`config.mk`:
```
export PLATFORM = sky130hd
export DESIGN_NAME = uhs_status_frame_regs
export DESIGN_NICKNAME = d
export VERILOG_FILES = /design/src/hw/uhs_pkg.sv /design/src/hw/uhs_status_frame_regs.sv /design/src/hw/uhs_frame_timer.sv
export VERILOG_INCLUDE_DIRS = /design/src /design/src/hw
export SDC_FILE = /design/constraint.sdc
export NUM_CORES = 1
export LEC_CHECK = 0
export BUFFER_PORTS_ARGS = -buffer_cell sky130_fd_sc_hd__buf_4
export CAP_MARGIN = 20
export CORE_MARGIN = 2
export CORE_UTILIZATION = 54
export CTS_CLUSTER_SIZE = 12
export DETAILED_ROUTE_END_ITERATION = 8
export PLACE_DENSITY = 0.87
export SLEW_MARGIN = 10
export SYNTH_ARGS = -nofsm -noshare
export SYNTH_HDL_FRONTEND = slang
export SYNTH_SLANG_ARGS = --single-unit
```
`constraint.sdc`:
```
create_clock -name CLK -period 4.4 [get_ports CLK]
set_input_delay 0.22 -clock CLK [delete_from_list [all_inputs] [get_ports CLK]]
set_output_delay 0.22 -clock CLK [all_outputs]
set_load 0.02 [all_outputs]
```
`src/hw/uhs_map.svh`:
```
// register offsets, field positions, reset values and frame timing constants
`ifndef UHS_MAP_SVH
`define UHS_MAP_SVH

// dword indices of the i/o window (byte address = index * 4)
`define UHS_DW_STATUS      3'h0
`define UHS_DW_ENA_FRAME   3'h1
`define UHS_DW_FLBASE      3'h2
`define UHS_DW_FRAME_ADJ   3'h3

// byte offsets as seen by software
`define UHS_OFS_STATUS     5'h02
`define UHS_OFS_ENABLE     5'h04
`define UHS_OFS_FRAME      5'h06
`define UHS_OFS_FLBASE     5'h08
`define UHS_OFS_FRAME_ADJ  5'h0c

// status flag positions
`define UHS_STS_DONE       0
`define UHS_STS_ERR        1
`define UHS_STS_RESUME     2
`define UHS_STS_PCI_ERR    3
`define UHS_STS_PROC_ERR   4
`define UHS_STS_HALTED     5

// enable mask positions
`define UHS_ENA_TIMEOUT    0
`define UHS_ENA_RESUME     1
`define UHS_ENA_IOC        2
`define UHS_ENA_SHORT      3

// reset values
`define UHS_ENA_RESET      4'h0
`define UHS_FRAME_RESET    11'h000
`define UHS_FLBASE_RESET   20'h00000
`define UHS_ADJ_RESET      7'h40

// frame length in sof counter ticks is base plus the adjust value
`define UHS_SOF_BASE       14'h2ea0
`define UHS_SOF_HZ         12000000

`endif

```
`src/hw/uhs_pkg.sv`:
```
// shared types of the status and frame register block
package uhs_pkg;

  // completion report of one transfer descriptor
  typedef struct packed {
    logic done;   // descriptor finished
    logic err;    // finished with an error
    logic interrupt_on_completion;    // interrupt_on_completion was set
    logic shrt;   // short packet seen and enabled
  } uhs_td_evt_t;

  // one i/o request from the host bridge
  typedef struct packed {
    logic        wr;
    logic        rd;
    logic [2:0]  dw;
    logic [3:0]  be;
    logic [31:0] wdata;
  } uhs_io_req_t;

endpackage

```
`src/hw/uhs_status_frame_regs.sv`:
```
// interrupt status, enable mask, frame counter, frame list base and frame adjust
`timescale 1ns/10ps
`include "uhs_map.svh"

module uhs_status_frame_regs (
  // clock and reset
  input  wire logic                 CLK,
  input  wire logic                 RESET,
  input  wire logic                 HC_RESET,
  // i/o register port
  input  wire logic                 IO_WR,
  input  wire logic                 IO_RD,
  input  wire logic [2:0]           IO_DW,
  input  wire logic [3:0]           IO_BE,
  input  wire logic [31:0]          IO_WDATA,
  output logic      [31:0]          IO_RDATA,
  // command and controller state
  input  wire logic                 RUN_STOP,
  input  wire logic                 SUSPEND,
  input  wire logic                 HALTED,
  // events
  input  wire logic                 PCI_ABORT,
  input  wire logic                 PROC_ERR,
  input  wire logic                 RESUME_SEEN,
  input  wire uhs_pkg::uhs_td_evt_t TD_EVT,
  input  wire logic                 SOF_TICK,
  // outputs to the controller and system
  output logic                      IRQ,
  output logic                      RS_CLEAR,
  output logic                      SYS_RESET,
  output logic                      SOF_PULSE,
  output logic      [10:0]          FRAME_NUM,
  output logic      [31:0]          FL_ADDR
);

  uhs_pkg::uhs_io_req_t req;
  logic [4:0]  sts_q;
  logic [4:0]  sts_set;
  logic [4:0]  sts_clr;
  logic        cause_ioc_q;
  logic        cause_short_q;
  logic        set_ioc;
  logic        set_short;
  logic [3:0]  ena_q;
  logic [10:0] frame_q;
  logic [19:0] flbase_q;
  logic [6:0]  adj_q;
  logic        frame_end;
  logic        irq_d;
  logic        wr_sts;
  logic        wr_ena;
  logic        wr_frame;
  logic        wr_base;
  logic        wr_adj;

  assign req = '{wr: IO_WR, rd: IO_RD, dw: IO_DW, be: IO_BE, wdata: IO_WDATA};

  // write strobes per register; frame counter needs both upper lanes
  assign wr_sts   = req.wr && req.dw == `UHS_DW_STATUS && req.be[2];
  assign wr_ena   = req.wr && req.dw == `UHS_DW_ENA_FRAME && req.be[0];
  assign wr_frame = req.wr && req.dw == `UHS_DW_ENA_FRAME && (&req.be[3:2]);
  assign wr_base  = req.wr && req.dw == `UHS_DW_FLBASE;
  assign wr_adj   = req.wr && req.dw == `UHS_DW_FRAME_ADJ && req.be[0];

  // hardware set terms for each sticky flag
  assign set_ioc   = TD_EVT.done && TD_EVT.interrupt_on_completion;
  assign set_short = TD_EVT.done && TD_EVT.shrt;
  always_comb begin
    sts_set                    = '0;
    sts_set[`UHS_STS_DONE]     = set_ioc || set_short;
    sts_set[`UHS_STS_ERR]      = TD_EVT.done && TD_EVT.err;
    sts_set[`UHS_STS_RESUME]   = RESUME_SEEN && SUSPEND;
    sts_set[`UHS_STS_PCI_ERR]  = PCI_ABORT;
    sts_set[`UHS_STS_PROC_ERR] = PROC_ERR;
  end

  // status lives in lane 2 of dword 0 (byte offset 2)
  assign sts_clr = wr_sts ? req.wdata[20:16] : 5'h00;

  // sticky flags: a set in the same cycle as its clear wins
  always_ff @(posedge CLK or posedge RESET) begin
    if (RESET) begin
      sts_q <= 5'h00;
    end else if (HC_RESET) begin
      sts_q <= 5'h00;
    end else begin
      sts_q <= (sts_q & ~sts_clr) | sts_set;
    end
  end

  // remember why bit0 is up, the two causes have separate enables
  always_ff @(posedge CLK or posedge RESET) begin
    if (RESET) begin
      cause_ioc_q   <= 1'b0;
      cause_short_q <= 1'b0;
    end else if (HC_RESET) begin
      cause_ioc_q   <= 1'b0;
      cause_short_q <= 1'b0;
    end else begin
      cause_ioc_q   <= (cause_ioc_q & ~sts_clr[`UHS_STS_DONE]) | set_ioc;
      cause_short_q <= (cause_short_q & ~sts_clr[`UHS_STS_DONE]) | set_short;
    end
  end

  // enable mask, bits 15:4 not stored
  always_ff @(posedge CLK or posedge RESET) begin
    if (RESET) begin
      ena_q <= `UHS_ENA_RESET;
    end else if (HC_RESET) begin
      ena_q <= `UHS_ENA_RESET;
    end else if (wr_ena) begin
      ena_q <= req.wdata[3:0];
    end
  end

  // frame counter: software load only when stopped, else count frames
  always_ff @(posedge CLK or posedge RESET) begin
    if (RESET) begin
      frame_q <= `UHS_FRAME_RESET;
    end else if (HC_RESET) begin
      frame_q <= `UHS_FRAME_RESET;
    end else if (wr_frame && !RUN_STOP) begin
      frame_q <= req.wdata[26:16];
    end else if (frame_end) begin
      frame_q <= frame_q + 11'h001;
    end
  end

  // base address, low 12 bits never stored so they read as zero
  always_ff @(posedge CLK or posedge RESET) begin
    if (RESET) begin
      flbase_q <= `UHS_FLBASE_RESET;
    end else if (wr_base) begin
      if (req.be[1]) flbase_q[3:0]   <= req.wdata[15:12];
      if (req.be[2]) flbase_q[11:4]  <= req.wdata[23:16];
      if (req.be[3]) flbase_q[19:12] <= req.wdata[31:24];
    end
  end

  // adjust accepted at any time; a controller reset restores the default
  always_ff @(posedge CLK or posedge RESET) begin
    if (RESET) begin
      adj_q <= `UHS_ADJ_RESET;
    end else if (HC_RESET) begin
      adj_q <= `UHS_ADJ_RESET;
    end else if (wr_adj) begin
      adj_q <= req.wdata[6:0];
    end
  end

  // frame period timer
  uhs_frame_timer #(
    .CW (14)
  ) u_timer (
    .clk       (CLK),
    .reset     (RESET),
    .run       (RUN_STOP),
    .tick      (SOF_TICK),
    .adj       (adj_q),
    .frame_end (frame_end)
  );

  // interrupt line; the fatal errors bypass the mask
  assign irq_d = (sts_q[`UHS_STS_ERR] && ena_q[`UHS_ENA_TIMEOUT])
              || (sts_q[`UHS_STS_RESUME] && ena_q[`UHS_ENA_RESUME])
              || (cause_ioc_q && ena_q[`UHS_ENA_IOC])
              || (cause_short_q && ena_q[`UHS_ENA_SHORT])
              || sts_q[`UHS_STS_PCI_ERR]
              || sts_q[`UHS_STS_PROC_ERR];

  always_ff @(posedge CLK or posedge RESET) begin
    if (RESET) begin
      IRQ <= 1'b0;
    end else begin
      IRQ <= irq_d;
    end
  end

  // fatal error handling: one-cycle pulses to the command logic and system
  always_ff @(posedge CLK or posedge RESET) begin
    if (RESET) begin
      RS_CLEAR  <= 1'b0;
      SYS_RESET <= 1'b0;
    end else begin
      RS_CLEAR  <= PCI_ABORT || PROC_ERR;
      SYS_RESET <= PCI_ABORT || PROC_ERR;
    end
  end

  // frame outputs, registered so the sof packet and fetch see stable values
  always_ff @(posedge CLK or posedge RESET) begin
    if (RESET) begin
      SOF_PULSE <= 1'b0;
      FRAME_NUM <= `UHS_FRAME_RESET;
      FL_ADDR   <= 32'h0000_0000;
    end else begin
      SOF_PULSE <= frame_end;
      FRAME_NUM <= frame_q;
      FL_ADDR   <= {flbase_q, frame_q[9:0], 2'b00};
    end
  end

  // registered read data, one cycle after the read strobe
  always_ff @(posedge CLK or posedge RESET) begin
    if (RESET) begin
      IO_RDATA <= 32'h0000_0000;
    end else if (req.rd) begin
      case (req.dw)
        `UHS_DW_STATUS:    IO_RDATA <= {10'h000, HALTED, sts_q, 16'h0000};
        `UHS_DW_ENA_FRAME: IO_RDATA <= {5'h00, frame_q, 12'h000, ena_q};
        `UHS_DW_FLBASE:    IO_RDATA <= {flbase_q, 12'h000};
        `UHS_DW_FRAME_ADJ: IO_RDATA <= {25'h0000000, adj_q};
        default:           IO_RDATA <= 32'h0000_0000; // unmapped reads as zero
      endcase
    end
  end
endmodule

```
`src/hw/uhs_frame_timer.sv`:
```
// frame period timer driven by the 12 mhz sof counter tick
`timescale 1ns/10ps
`include "uhs_map.svh"

module uhs_frame_timer #(
  parameter int unsigned CW = 14
) (
  input  wire logic          clk,
  input  wire logic          reset,
  input  wire logic          run,
  input  wire logic          tick,
  input  wire logic [6:0]    adj,
  output logic               frame_end
);

  logic [CW-1:0] count_q;
  logic [CW-1:0] len_q;
  logic [CW-1:0] len_d;

  assign len_d = CW'(`UHS_SOF_BASE) + CW'(adj);

  // length is latched at frame start so a new adjust only hits the next frame
  always_ff @(posedge clk or posedge reset) begin
    if (reset) begin
      count_q   <= '0;
      len_q     <= CW'(`UHS_SOF_BASE) + CW'(`UHS_ADJ_RESET);
      frame_end <= 1'b0;
    end else begin
      frame_end <= 1'b0;
      if (!run) begin
        count_q <= '0;
        len_q   <= len_d;
      end else if (tick) begin
        if (count_q == len_q - CW'(1)) begin
          count_q   <= '0;
          len_q     <= len_d;
          frame_end <= 1'b1;
        end else begin
          count_q <= count_q + CW'(1);
        end
      end
    end
  end
endmodule

```
==> results.md, run 1 <==
- Flip-flop and latch count after synthesis: 134
- Most common cell after layout, fill and taps aside: dfrtp_1
- Sw Ratio: 25.8%
- Status: finished, final reports clean
- Register area share after synthesis: 56.1%
- Routed wire per std cell: 19.0 um
- CP endpoint kind: flop
- Final WL: 15,900 um
- Post-synth EDFFs: 0
- Clock buffer depth: 2
- Die width: 109 um
- # fillers: 686
- Max Cap Viol: 0
- Post-Syn Area per Cell: 11.1 um^2
- Final Hold Violating Endpoints: 0
- Worst-path clk slew: 0.06 ns
- Worst Skew: 0.00489 ns
- RSZ-0062 raised after global routing: false
- Final Cycle Share: 75.4%
- Synth top area share: 54.4%
- Worst-Margin Slew: 1.02 ns
- Area Overhead vs Synth: 30.9%
- Initial antenna violation count: 0
- Synth area leaders: dfrtp_1, mux2_2, mux2i_1, nor2_1, nand2_1
- Multi-input logic area: 2260 um^2
- Pwr/cell area: 408 nW/um^2
- Final min period: 3.32 ns
- Routed Antenna Nets: 0
- Post-synth design cell area: 5980 um^2
- Yosys top cell by area: dfrtp_1
- DR DRC count: 0
- Setup TNS: 0 ns
- Critical path arrival: 3.72 ns
- Peak VDD IR: 0.250 mV
- First-pass GRT wire length: 25,000 um
- Final number of setup-violating endpoints: 0
- Post-CTS setup buffer count: 0
- Clock power frac: 42.9%
- Finished Cell Area: 7830 um^2
- Distinct cells, synth: 56
- WS Path Type: reg2reg
- Worst Hold Class: in2reg
- Cell area after placement: 6860 um^2
- Tot GR Track Use: 27.9%
- Final nets: 742
- Slew Viols, Final: 0
- Remaining Overflow, GRT: 0
- Drt pass-1 iters: 5
- Row cnt: 38
- Synth Instances: 538
- Highest clock rate: 0.301 GHz
- Comb power frac: 12.8%
- Crit path max fanout: 15
- Register Area: 3360 um^2
- IO Count: 134
- Final HPWL DP: 9740 um
- Internal power: 2.37 mW
- P_sw: 0.826 mW
- Clock root cell: clkbuf_8
- Largest net degree at the start of global routing: 54
- Die Y: 109 um
- Commonest cells after routing, fill and taps aside: dfrtp_1, buf_4, nor2_1
- Port buffer count: 121
- Via-per-instance ratio: 5.73
- CP required: 4.81 ns
- Ys Warns: 0
- Leak Pwr: 3.67 nW
- Final core utilization: 72.2%
- H-tree depth: 4
- DR vias: 4,791
- Initial DRC count: 441
- Vias in the first global route: 4,953
- Sequential Power Share: 44.3%
- Layout cells sized above 1: 28.9%
- CTS Buf Count: 17
- # diodes: 0
- CTS tree: done
- Worst-skew pair later-pin latency: 0.53 ns
- Initial core utilization: 55.2%
- Ys async rst share: 100%
- Final Power: 3.19 mW
- GP Congestion: 0.816
- Critical path launch point type: flop
- WHS: 0.0645 ns
- Die area: 11,900 um^2
- Synth Flop Type: dfrtp_1
- Core Area: 10,800 um^2
- Slew headroom: 31.9%
- TritonCTS Sinks: 134
[worst paths after layout]
kind	start	end	slack [ns]	cells past startpoint
setup / recovery	u_timer.len_q[0]	u_timer.len_q[2]	1.08	9
hold / removal	SOF_TICK	u_timer.count_q[10]	0.06	2
setup reg to reg	u_timer.len_q[0]	u_timer.len_q[2]	1.08	9
hold reg to reg	flbase_q[3]	FL_ADDR[15]	0.40	0
max in group asynchronous	RESET	sts_q[4]	3.02	4
min in group asynchronous	RESET	FL_ADDR[31]	0.35	3
[power by group through the flow]
stage / clock network [mW] / registers, mW / logic [mW]
detailed placement: 0 / 1.43 / 0.373
global placement: 0 / 1.42 / 0.361
finish: 1.37 / 1.42 / 0.410
floorplan: 0 / 1.48 / 0.144
CTS: 1.37 / 1.41 / 0.407
global route: 1.44 / 1.42 / 0.440
[flip-flops by register name, summed over array words and instances, names as in the netlist]
| name | count |
|---|---|
| FL_ADDR | 20 |
| FRAME_NUM | 11 |
| IO_RDATA | 27 |
| IRQ | 1 |
| SOF_PULSE | 1 |
| SYS_RESET | 1 |
| adj_q | 7 |
| cause_ioc_q | 1 |
| cause_short_q | 1 |
| ena_q | 4 |
| flbase_q | 20 |
| frame_q | 11 |
| sts_q | 5 |
| u_timer.count_q | 14 |
| u_timer.frame_end | 1 |
| u_timer.len_q | 9 |
[cells in the mapped netlist (all sizes together) (4+ instances only)]
| library cell | instances |
|---|---|
| a211oi | 12 |
| a21boi | 4 |
| a21oi | 12 |
| a22oi | 9 |
| and2 | 9 |
| and3 | 5 |
| buf | 22 |
| clkbuf | 22 |
| dfrtp | 130 |
| dfstp | 4 |
| ha | 4 |
| inv | 35 |
| mux2 | 27 |
| mux2i | 23 |
| nand2 | 38 |
| nand2b | 5 |
| nand3 | 8 |
| nand4 | 7 |
| nor2 | 50 |
| nor2b | 8 |
| nor3b | 4 |
| o21ai | 19 |
| o22ai | 19 |
| xnor2 | 14 |
| xor2 | 14 |
[layout make-up]
type / instances / area share, %
Sequential cell: 134 / 42.9
Multi-Input combinational cell: 331 / 28.8
Timing Repair Buffer: 164 / 17.0
Clock buffer: 21 / 5.74
Tap cell: 140 / 2.24
Inverter: 35 / 1.71
Clock inverter: 11 / 1.58
[timing repair]
| item | 4_1_cts | 5_1_grt |
|---|---|---|
| hold buffers | 40 | 0 |
| gates resized for setup | 0 | 0 |
| endpoints found under the hold margin | 94 | 0 |
[cell families (layout without fill, tap and decap cells)]
family,after synthesis,after routing,share of synthesized area (%)
compound gates,89,89,10.1
mux,50,50,9.06
other cells,1,7,0.0627
buf+inv,79,231,6.51
flops,134,134,56.1
fa+ha+maj,4,4,0.837
xor+xnor,28,28,4.10
simple gates,153,153,13.2
[worst max-delay path: stages (launching register included)]
cell      delay [ns]
dfrtp_1         0.47
inv_1           0.09
ha_1            0.20
nor3b_1         0.70
o21ai_0         0.17
a31oi_1         0.22
o21ai_0         0.12
and4_1          0.29
a21boi_4        0.53
mux2_2          0.41
[per-stage QoR]
step                      cells  setup slack, ns
final                       836             1.08
after global routing        836            0.909
after CTS                   836             1.28
after detailed placement    764             1.35
after global placement      764             1.51
after floorplan             544            0.604
[per-layer routing]
metal | global-route usage [%] | wire (um) | part of all wire, %
met2 | 46.6 | 8300 | 52
met1 | 33.8 | 6010 | 38
met3 | 5.56 | 983 | 6.2
met5 | 0 | 0 | 0
met4 | 16.0 | 554 | 3.5
Power figures use the tool's default switching activity.
==> run 2: changes to the inputs <==
==> constraint.sdc (replaced) <==
create_clock -name CLK -period 3.35 [get_ports CLK]
set_input_delay 0.1675 -clock CLK [delete_from_list [all_inputs] [get_ports CLK]]
set_output_delay 0.1675 -clock CLK [all_outputs]
set_load 0.02 [all_outputs]
==> results.md, run 2 (synthesis results as in run 1) <==
- Slew Viols, Final: 0
- Status: finished, final reports clean
- Post_cts resized: 0
- Initial DRC count: 332
- GP Congestion: 0.862
- IO Count: 134
- Final Cycle Share: 93.5%
- First-pass GRT wire length: 25,400 um
- RSZ-0062 raised after global routing: false
- Leak Pwr: 3.73 nW
- Internal power: 3.25 mW
- Peak VDD IR: 0.401 mV
- Worst Skew: 0.00524 ns
- Routed wire per std cell: 19.5 um
- Placed Cells: 765
- Initial core utilization: 55.2%
- Critical path arrival: 3.54 ns
- Final number of setup-violating endpoints: 0
- Die area: 11,900 um^2
- Final Power: 4.40 mW
- Initial antenna violation count: 0
- Max FFs per register: 27
- Tot GR Track Use: 28.6%
- Most flop-heavy register: IO_RDATA
- DR vias: 4,776
- CP required: 3.75 ns
- # diodes: 0
- Commonest cells after routing, fill and taps aside: dfrtp_1, buf_4, nor2_1
- Final Hold Violating Endpoints: 0
- H-tree depth: 4
- Highest clock rate: 0.319 GHz
- Clock root cell: clkbuf_8
- Most common cell after layout, fill and taps aside: dfrtp_1
- Remaining Overflow, GRT: 0
- Clock power frac: 45.2%
- Largest regs: IO_RDATA (27), FL_ADDR (20), flbase_q (20)
- Worst-Margin Slew: 0.831 ns
- Finished Cell Area: 7960 um^2
- Cell area after placement: 6880 um^2
- # hold bufs at CTS: 43
- Post-CTS setup buffer count: 0
- Setup TNS: 0 ns
- Slew headroom: 44.6%
- P_sw: 1.15 mW
- Final min period: 3.13 ns
- Final WL: 16,400 um
- Max Cap Viol: 0
- Final core utilization: 73.4%
- Core Area: 10,800 um^2
- Sw Ratio: 26.2%
- Max stage delay cell, worst path: nor3b_1
- Comb power frac: 12.5%
- Port buffer count: 121
- Critical path launch point type: flop
- TritonCTS Sinks: 134
- Die width: 109 um
- Sequential Power Share: 42.3%
- Via-per-instance ratio: 5.68
- DR DRC count: 0
- Layout cells sized above 1: 29.2%
- Clock buffer depth: 2
- Drt pass-1 iters: 5
- Worst-path clk slew: 0.06 ns
- Largest net degree at the start of global routing: 65
- CP peak stage delay: 0.61 ns
- Routed Antenna Nets: 0
- CP endpoint kind: flop
- WS Path Type: reg2reg
- Row cnt: 38
- Die Y: 109 um
- Worst-skew pair later-pin latency: 0.53 ns
- Vias in the first global route: 4,879
- CTS Buf Count: 17
- Crit path max fanout: 15
- Final Non-Filler Cells: 841
- Area Overhead vs Synth: 33.0%
- Final nets: 747
- Crit-path cells: inv_1 -> ha_1 -> nor3b_1 -> o21bai_1 -> a21oi_1 -> o21ai_0 -> and4_1 -> a21boi_4 -> mux2_2
- Final HPWL DP: 9860 um
- Pwr/cell area: 553 nW/um^2
- CTS tree: done
- Worst Hold Class: in2reg
run 2: cell type report:
cell class / count / area, um^2
timing repair buffer: 169 / 1400
inverter: 35 / 135
sequential: 134 / 3360
fill: 658 / 2880
clock inverter: 15 / 215
multi-input combinational: 331 / 2260
clock buffer: 17 / 414
tap: 140 / 175
run 2: power by group through the flow:
stage	clock (mW)	sequential [mW]	combinational [mW]
2_1_floorplan	0	1.95	0.190
3_3_place_gp	0	1.87	0.476
3_5_place_dp	0	1.88	0.491
4_1_cts	2.00	1.85	0.543
5_1_grt	2.08	1.87	0.588
6_report	1.99	1.86	0.549
run 2: path summary, 6_finish.rpt:
check | from | end | slack, ns | cells after the start
min reg2reg | flbase_q[8] | FL_ADDR[20] | 0.40 | 0
min in group asynchronous | RESET | flbase_q[16] | 0.14 | 3
max reg2reg | u_timer.len_q[0] | u_timer.len_q[8] | 0.22 | 9
max in group asynchronous | RESET | frame_q[4] | 2.31 | 5
min | HC_RESET | ena_q[1] | 0.03 | 2
max | u_timer.len_q[0] | u_timer.len_q[8] | 0.22 | 9
run 2: worst max-delay path, delay by kind of cell (launching register included):
family	cells	cell delay, ns
compound gates	4	0.94
flops	1	0.46
simple gates	2	0.93
fa+ha+maj	1	0.18
buf+inv	1	0.09
mux	1	0.40
run 2: layer usage:
| metal | global-route usage (%) | part of all wire, % | vias up |
|---|---|---|---|
| li1 | - | - | 2130 |
| met5 | 0 | 0 | - |
| met4 | 15.7 | 4.3 | 0 |
| met1 | 33.6 | 37 | 2355 |
| met2 | 48.8 | 53 | 228 |
| met3 | 6.10 | 5.8 | 63 |
run 2: stage by stage:
step / worst slack [ns] / hold WS (ns)
4_1_cts: 0.262 / 0.0120
3_3_place_gp: 0.486 / 0.374
3_5_place_dp: 0.322 / 0.380
6_report: 0.217 / 0.0318
2_1_floorplan: 0.744 / 0.277
5_1_grt: 0.0102 / 0.0317
==> run 3: changes to the inputs <==
--- a/config.mk
+++ b/config.mk
@@ -13,6 +13,7 @@
 export CTS_CLUSTER_SIZE = 12
 export DETAILED_ROUTE_END_ITERATION = 8
 export PLACE_DENSITY = 0.87
+export RECOVER_POWER = 50
 export SLEW_MARGIN = 10
 export SYNTH_ARGS = -nofsm -noshare
 export SYNTH_HDL_FRONTEND = slang
==> results.md, run 3 (synthesis results as in run 1) <==
- Most flop-heavy register: IO_RDATA
- # diodes: 0
- DR vias: 4,773
- Final HPWL DP: 9860 um
- Critical path arrival: 3.53 ns
- R2R Path Start: u_timer.len_q[0]
- Final nets: 747
- CP required: 3.75 ns
- First-pass GRT wire length: 25,400 um
- Final core utilization: 73.1%
- Remaining Overflow, GRT: 0
- WHS: 0.0355 ns
- WS Path Type: reg2reg
- GP Congestion: 0.862
- Port buffer count: 121
- Finished Cell Area: 7920 um^2
- HP Start: HC_RESET
- Delay-heaviest family, CP: compound AO/OA/AOI/OAI gates
- Clock root cell: clkbuf_8
- P_sw: 1.15 mW
- Sequential Power Share: 42.3%
- CTS Buf Count: 17
- Layout cells sized above 1: 28.4%
- TritonCTS Sinks: 134
- Cell area after placement: 6880 um^2
- Final min period: 3.13 ns
- Status: finished with violations
- Highest clock rate: 0.319 GHz
- Worst-Margin Slew: 1.90 ns
- Setup TNS: 0 ns
- CTS tree: done
- Crit path max fanout: 15
- Worst Skew: 0.00517 ns
- CP endpoint kind: flop
- Routed Antenna Nets: 0
- Critical path buffers and inverters: 1
- Crit-path cells: inv_1 -> ha_1 -> nor3b_1 -> o21bai_1 -> a21oi_1 -> o21ai_0 -> and4_1 -> a21boi_4 -> mux2_2
- RSZ-0062 raised after global routing: false
- Critical path launch point type: flop
- Slew headroom: -26.5%
- Slew Viols, Final: 34
- CP peak stage delay: 0.61 ns
- Internal power: 3.25 mW
- Reg2Reg Depth: 9
- Hold path endpoint: ena_q[1]
- Final WL: 16,300 um
- Vias in the first global route: 4,879
- Routed wire per std cell: 19.4 um
- DR DRC count: 0
- Commonest cells after routing, fill and taps aside: dfrtp_1, buf_4, nor2_1
- Final number of setup-violating endpoints: 0
- Max Cap Viol: 1
- Max FFs per register: 27
- Final Cycle Share: 93.5%
- Area Overhead vs Synth: 32.4%
- Pwr/cell area: 555 nW/um^2
- Die Y: 109 um
- H-tree depth: 4
- Reg-to-reg endpoint: u_timer.len_q[8]
- Core Area: 10,800 um^2
- Final Power: 4.40 mW
- Max stage delay cell, worst path: nor3b_1
- Largest regs: IO_RDATA (27), FL_ADDR (20), flbase_q (20)
- Worst Hold Class: in2reg
- Worst-path clk slew: 0.06 ns
- Via-per-instance ratio: 5.68
- Final Hold Violating Endpoints: 0
- Initial antenna violation count: 0
- Post_cts resized: 0
- Tot GR Track Use: 28.6%
- Clock buffer depth: 2
- R2R setup slack: 0.22 ns
- Post-CTS setup buffer count: 0
- Initial core utilization: 55.2%
- Most common cell after layout, fill and taps aside: dfrtp_1
- Largest net degree at the start of global routing: 65
- Worst-skew pair later-pin latency: 0.52 ns
- Initial DRC count: 379
- Drt pass-1 iters: 5
- Failing checks: capacitance limit, slew limit
- Row cnt: 38
- Hold depth: 2
- # fillers: 666
- # hold bufs at CTS: 43
- Die area: 11,900 um^2
- IO Count: 134
- Leak Pwr: 3.70 nW
- Sw Ratio: 26.2%
- Peak VDD IR: 0.400 mV
- Comb power frac: 12.4%
- Die width: 109 um
- Clock power frac: 45.3%
==> run 3: cell count changes in the layout (fill, tap and decap cells not counted), sizes merged <==
cell,change
buf,-7
clkbuf,+7
==> run 3: worst max path at each step <==
stage                     start  cells past startpoint          endpoint
5_1_grt        u_timer.len_q[0]                      9  u_timer.len_q[8]
4_1_cts        u_timer.len_q[0]                      9  u_timer.len_q[8]
6_report       u_timer.len_q[0]                      9  u_timer.len_q[8]
3_3_place_gp   u_timer.len_q[0]                      9  u_timer.len_q[4]
3_5_place_dp   u_timer.len_q[0]                      9  u_timer.len_q[3]
2_1_floorplan  u_timer.len_q[0]                      9  u_timer.len_q[0]
==> run 3: per-stage QoR <==
step / setup slack, ns / cells
6_report: 0.219 / 841
5_1_grt: 0.0102 / 841
4_1_cts: 0.262 / 840
3_5_place_dp: 0.322 / 765
3_3_place_gp: 0.486 / 765
2_1_floorplan: 0.744 / 544
==> run 3: area by class of cell <==
cell class                 instances  area (um^2)  area share, %
sequential                       134         3360           42.4
multi-input combinational        331         2260           28.5
timing repair buffer             169         1370           17.3
inverter                          35          133           1.67
clock inverter                    15          215           2.72
tap                              140          175           2.21
clock buffer                      17          414           5.23
==> run 3: per-layer routing <==
| layer | track usage, % | wire length (um) | vias up |
|---|---|---|---|
| li1 | - | - | 2128 |
| met1 | 33.6 | 6050 | 2355 |
| met2 | 48.8 | 8670 | 232 |
| met3 | 6.10 | 926 | 58 |
| met4 | 15.7 | 670 | 0 |
| met5 | 0 | 0 | - |
==> run 3: worst reg2reg max path: stages, from the launching register on <==
cell      delay [ns]
dfrtp_1         0.46
inv_1           0.09
ha_1            0.18
nor3b_1         0.61
o21bai_1        0.18
a21oi_1         0.15
o21ai_0         0.12
and4_1          0.32
a21boi_4        0.49
mux2_2          0.41
==> run 3: power by group through the flow <==
stage	clock network [mW]	registers, mW	logic (mW)
finish	1.99	1.86	0.544
global route	2.08	1.87	0.583
CTS	2.00	1.85	0.543
detailed placement	0	1.88	0.491
global placement	0	1.87	0.476
floorplan	0	1.95	0.190
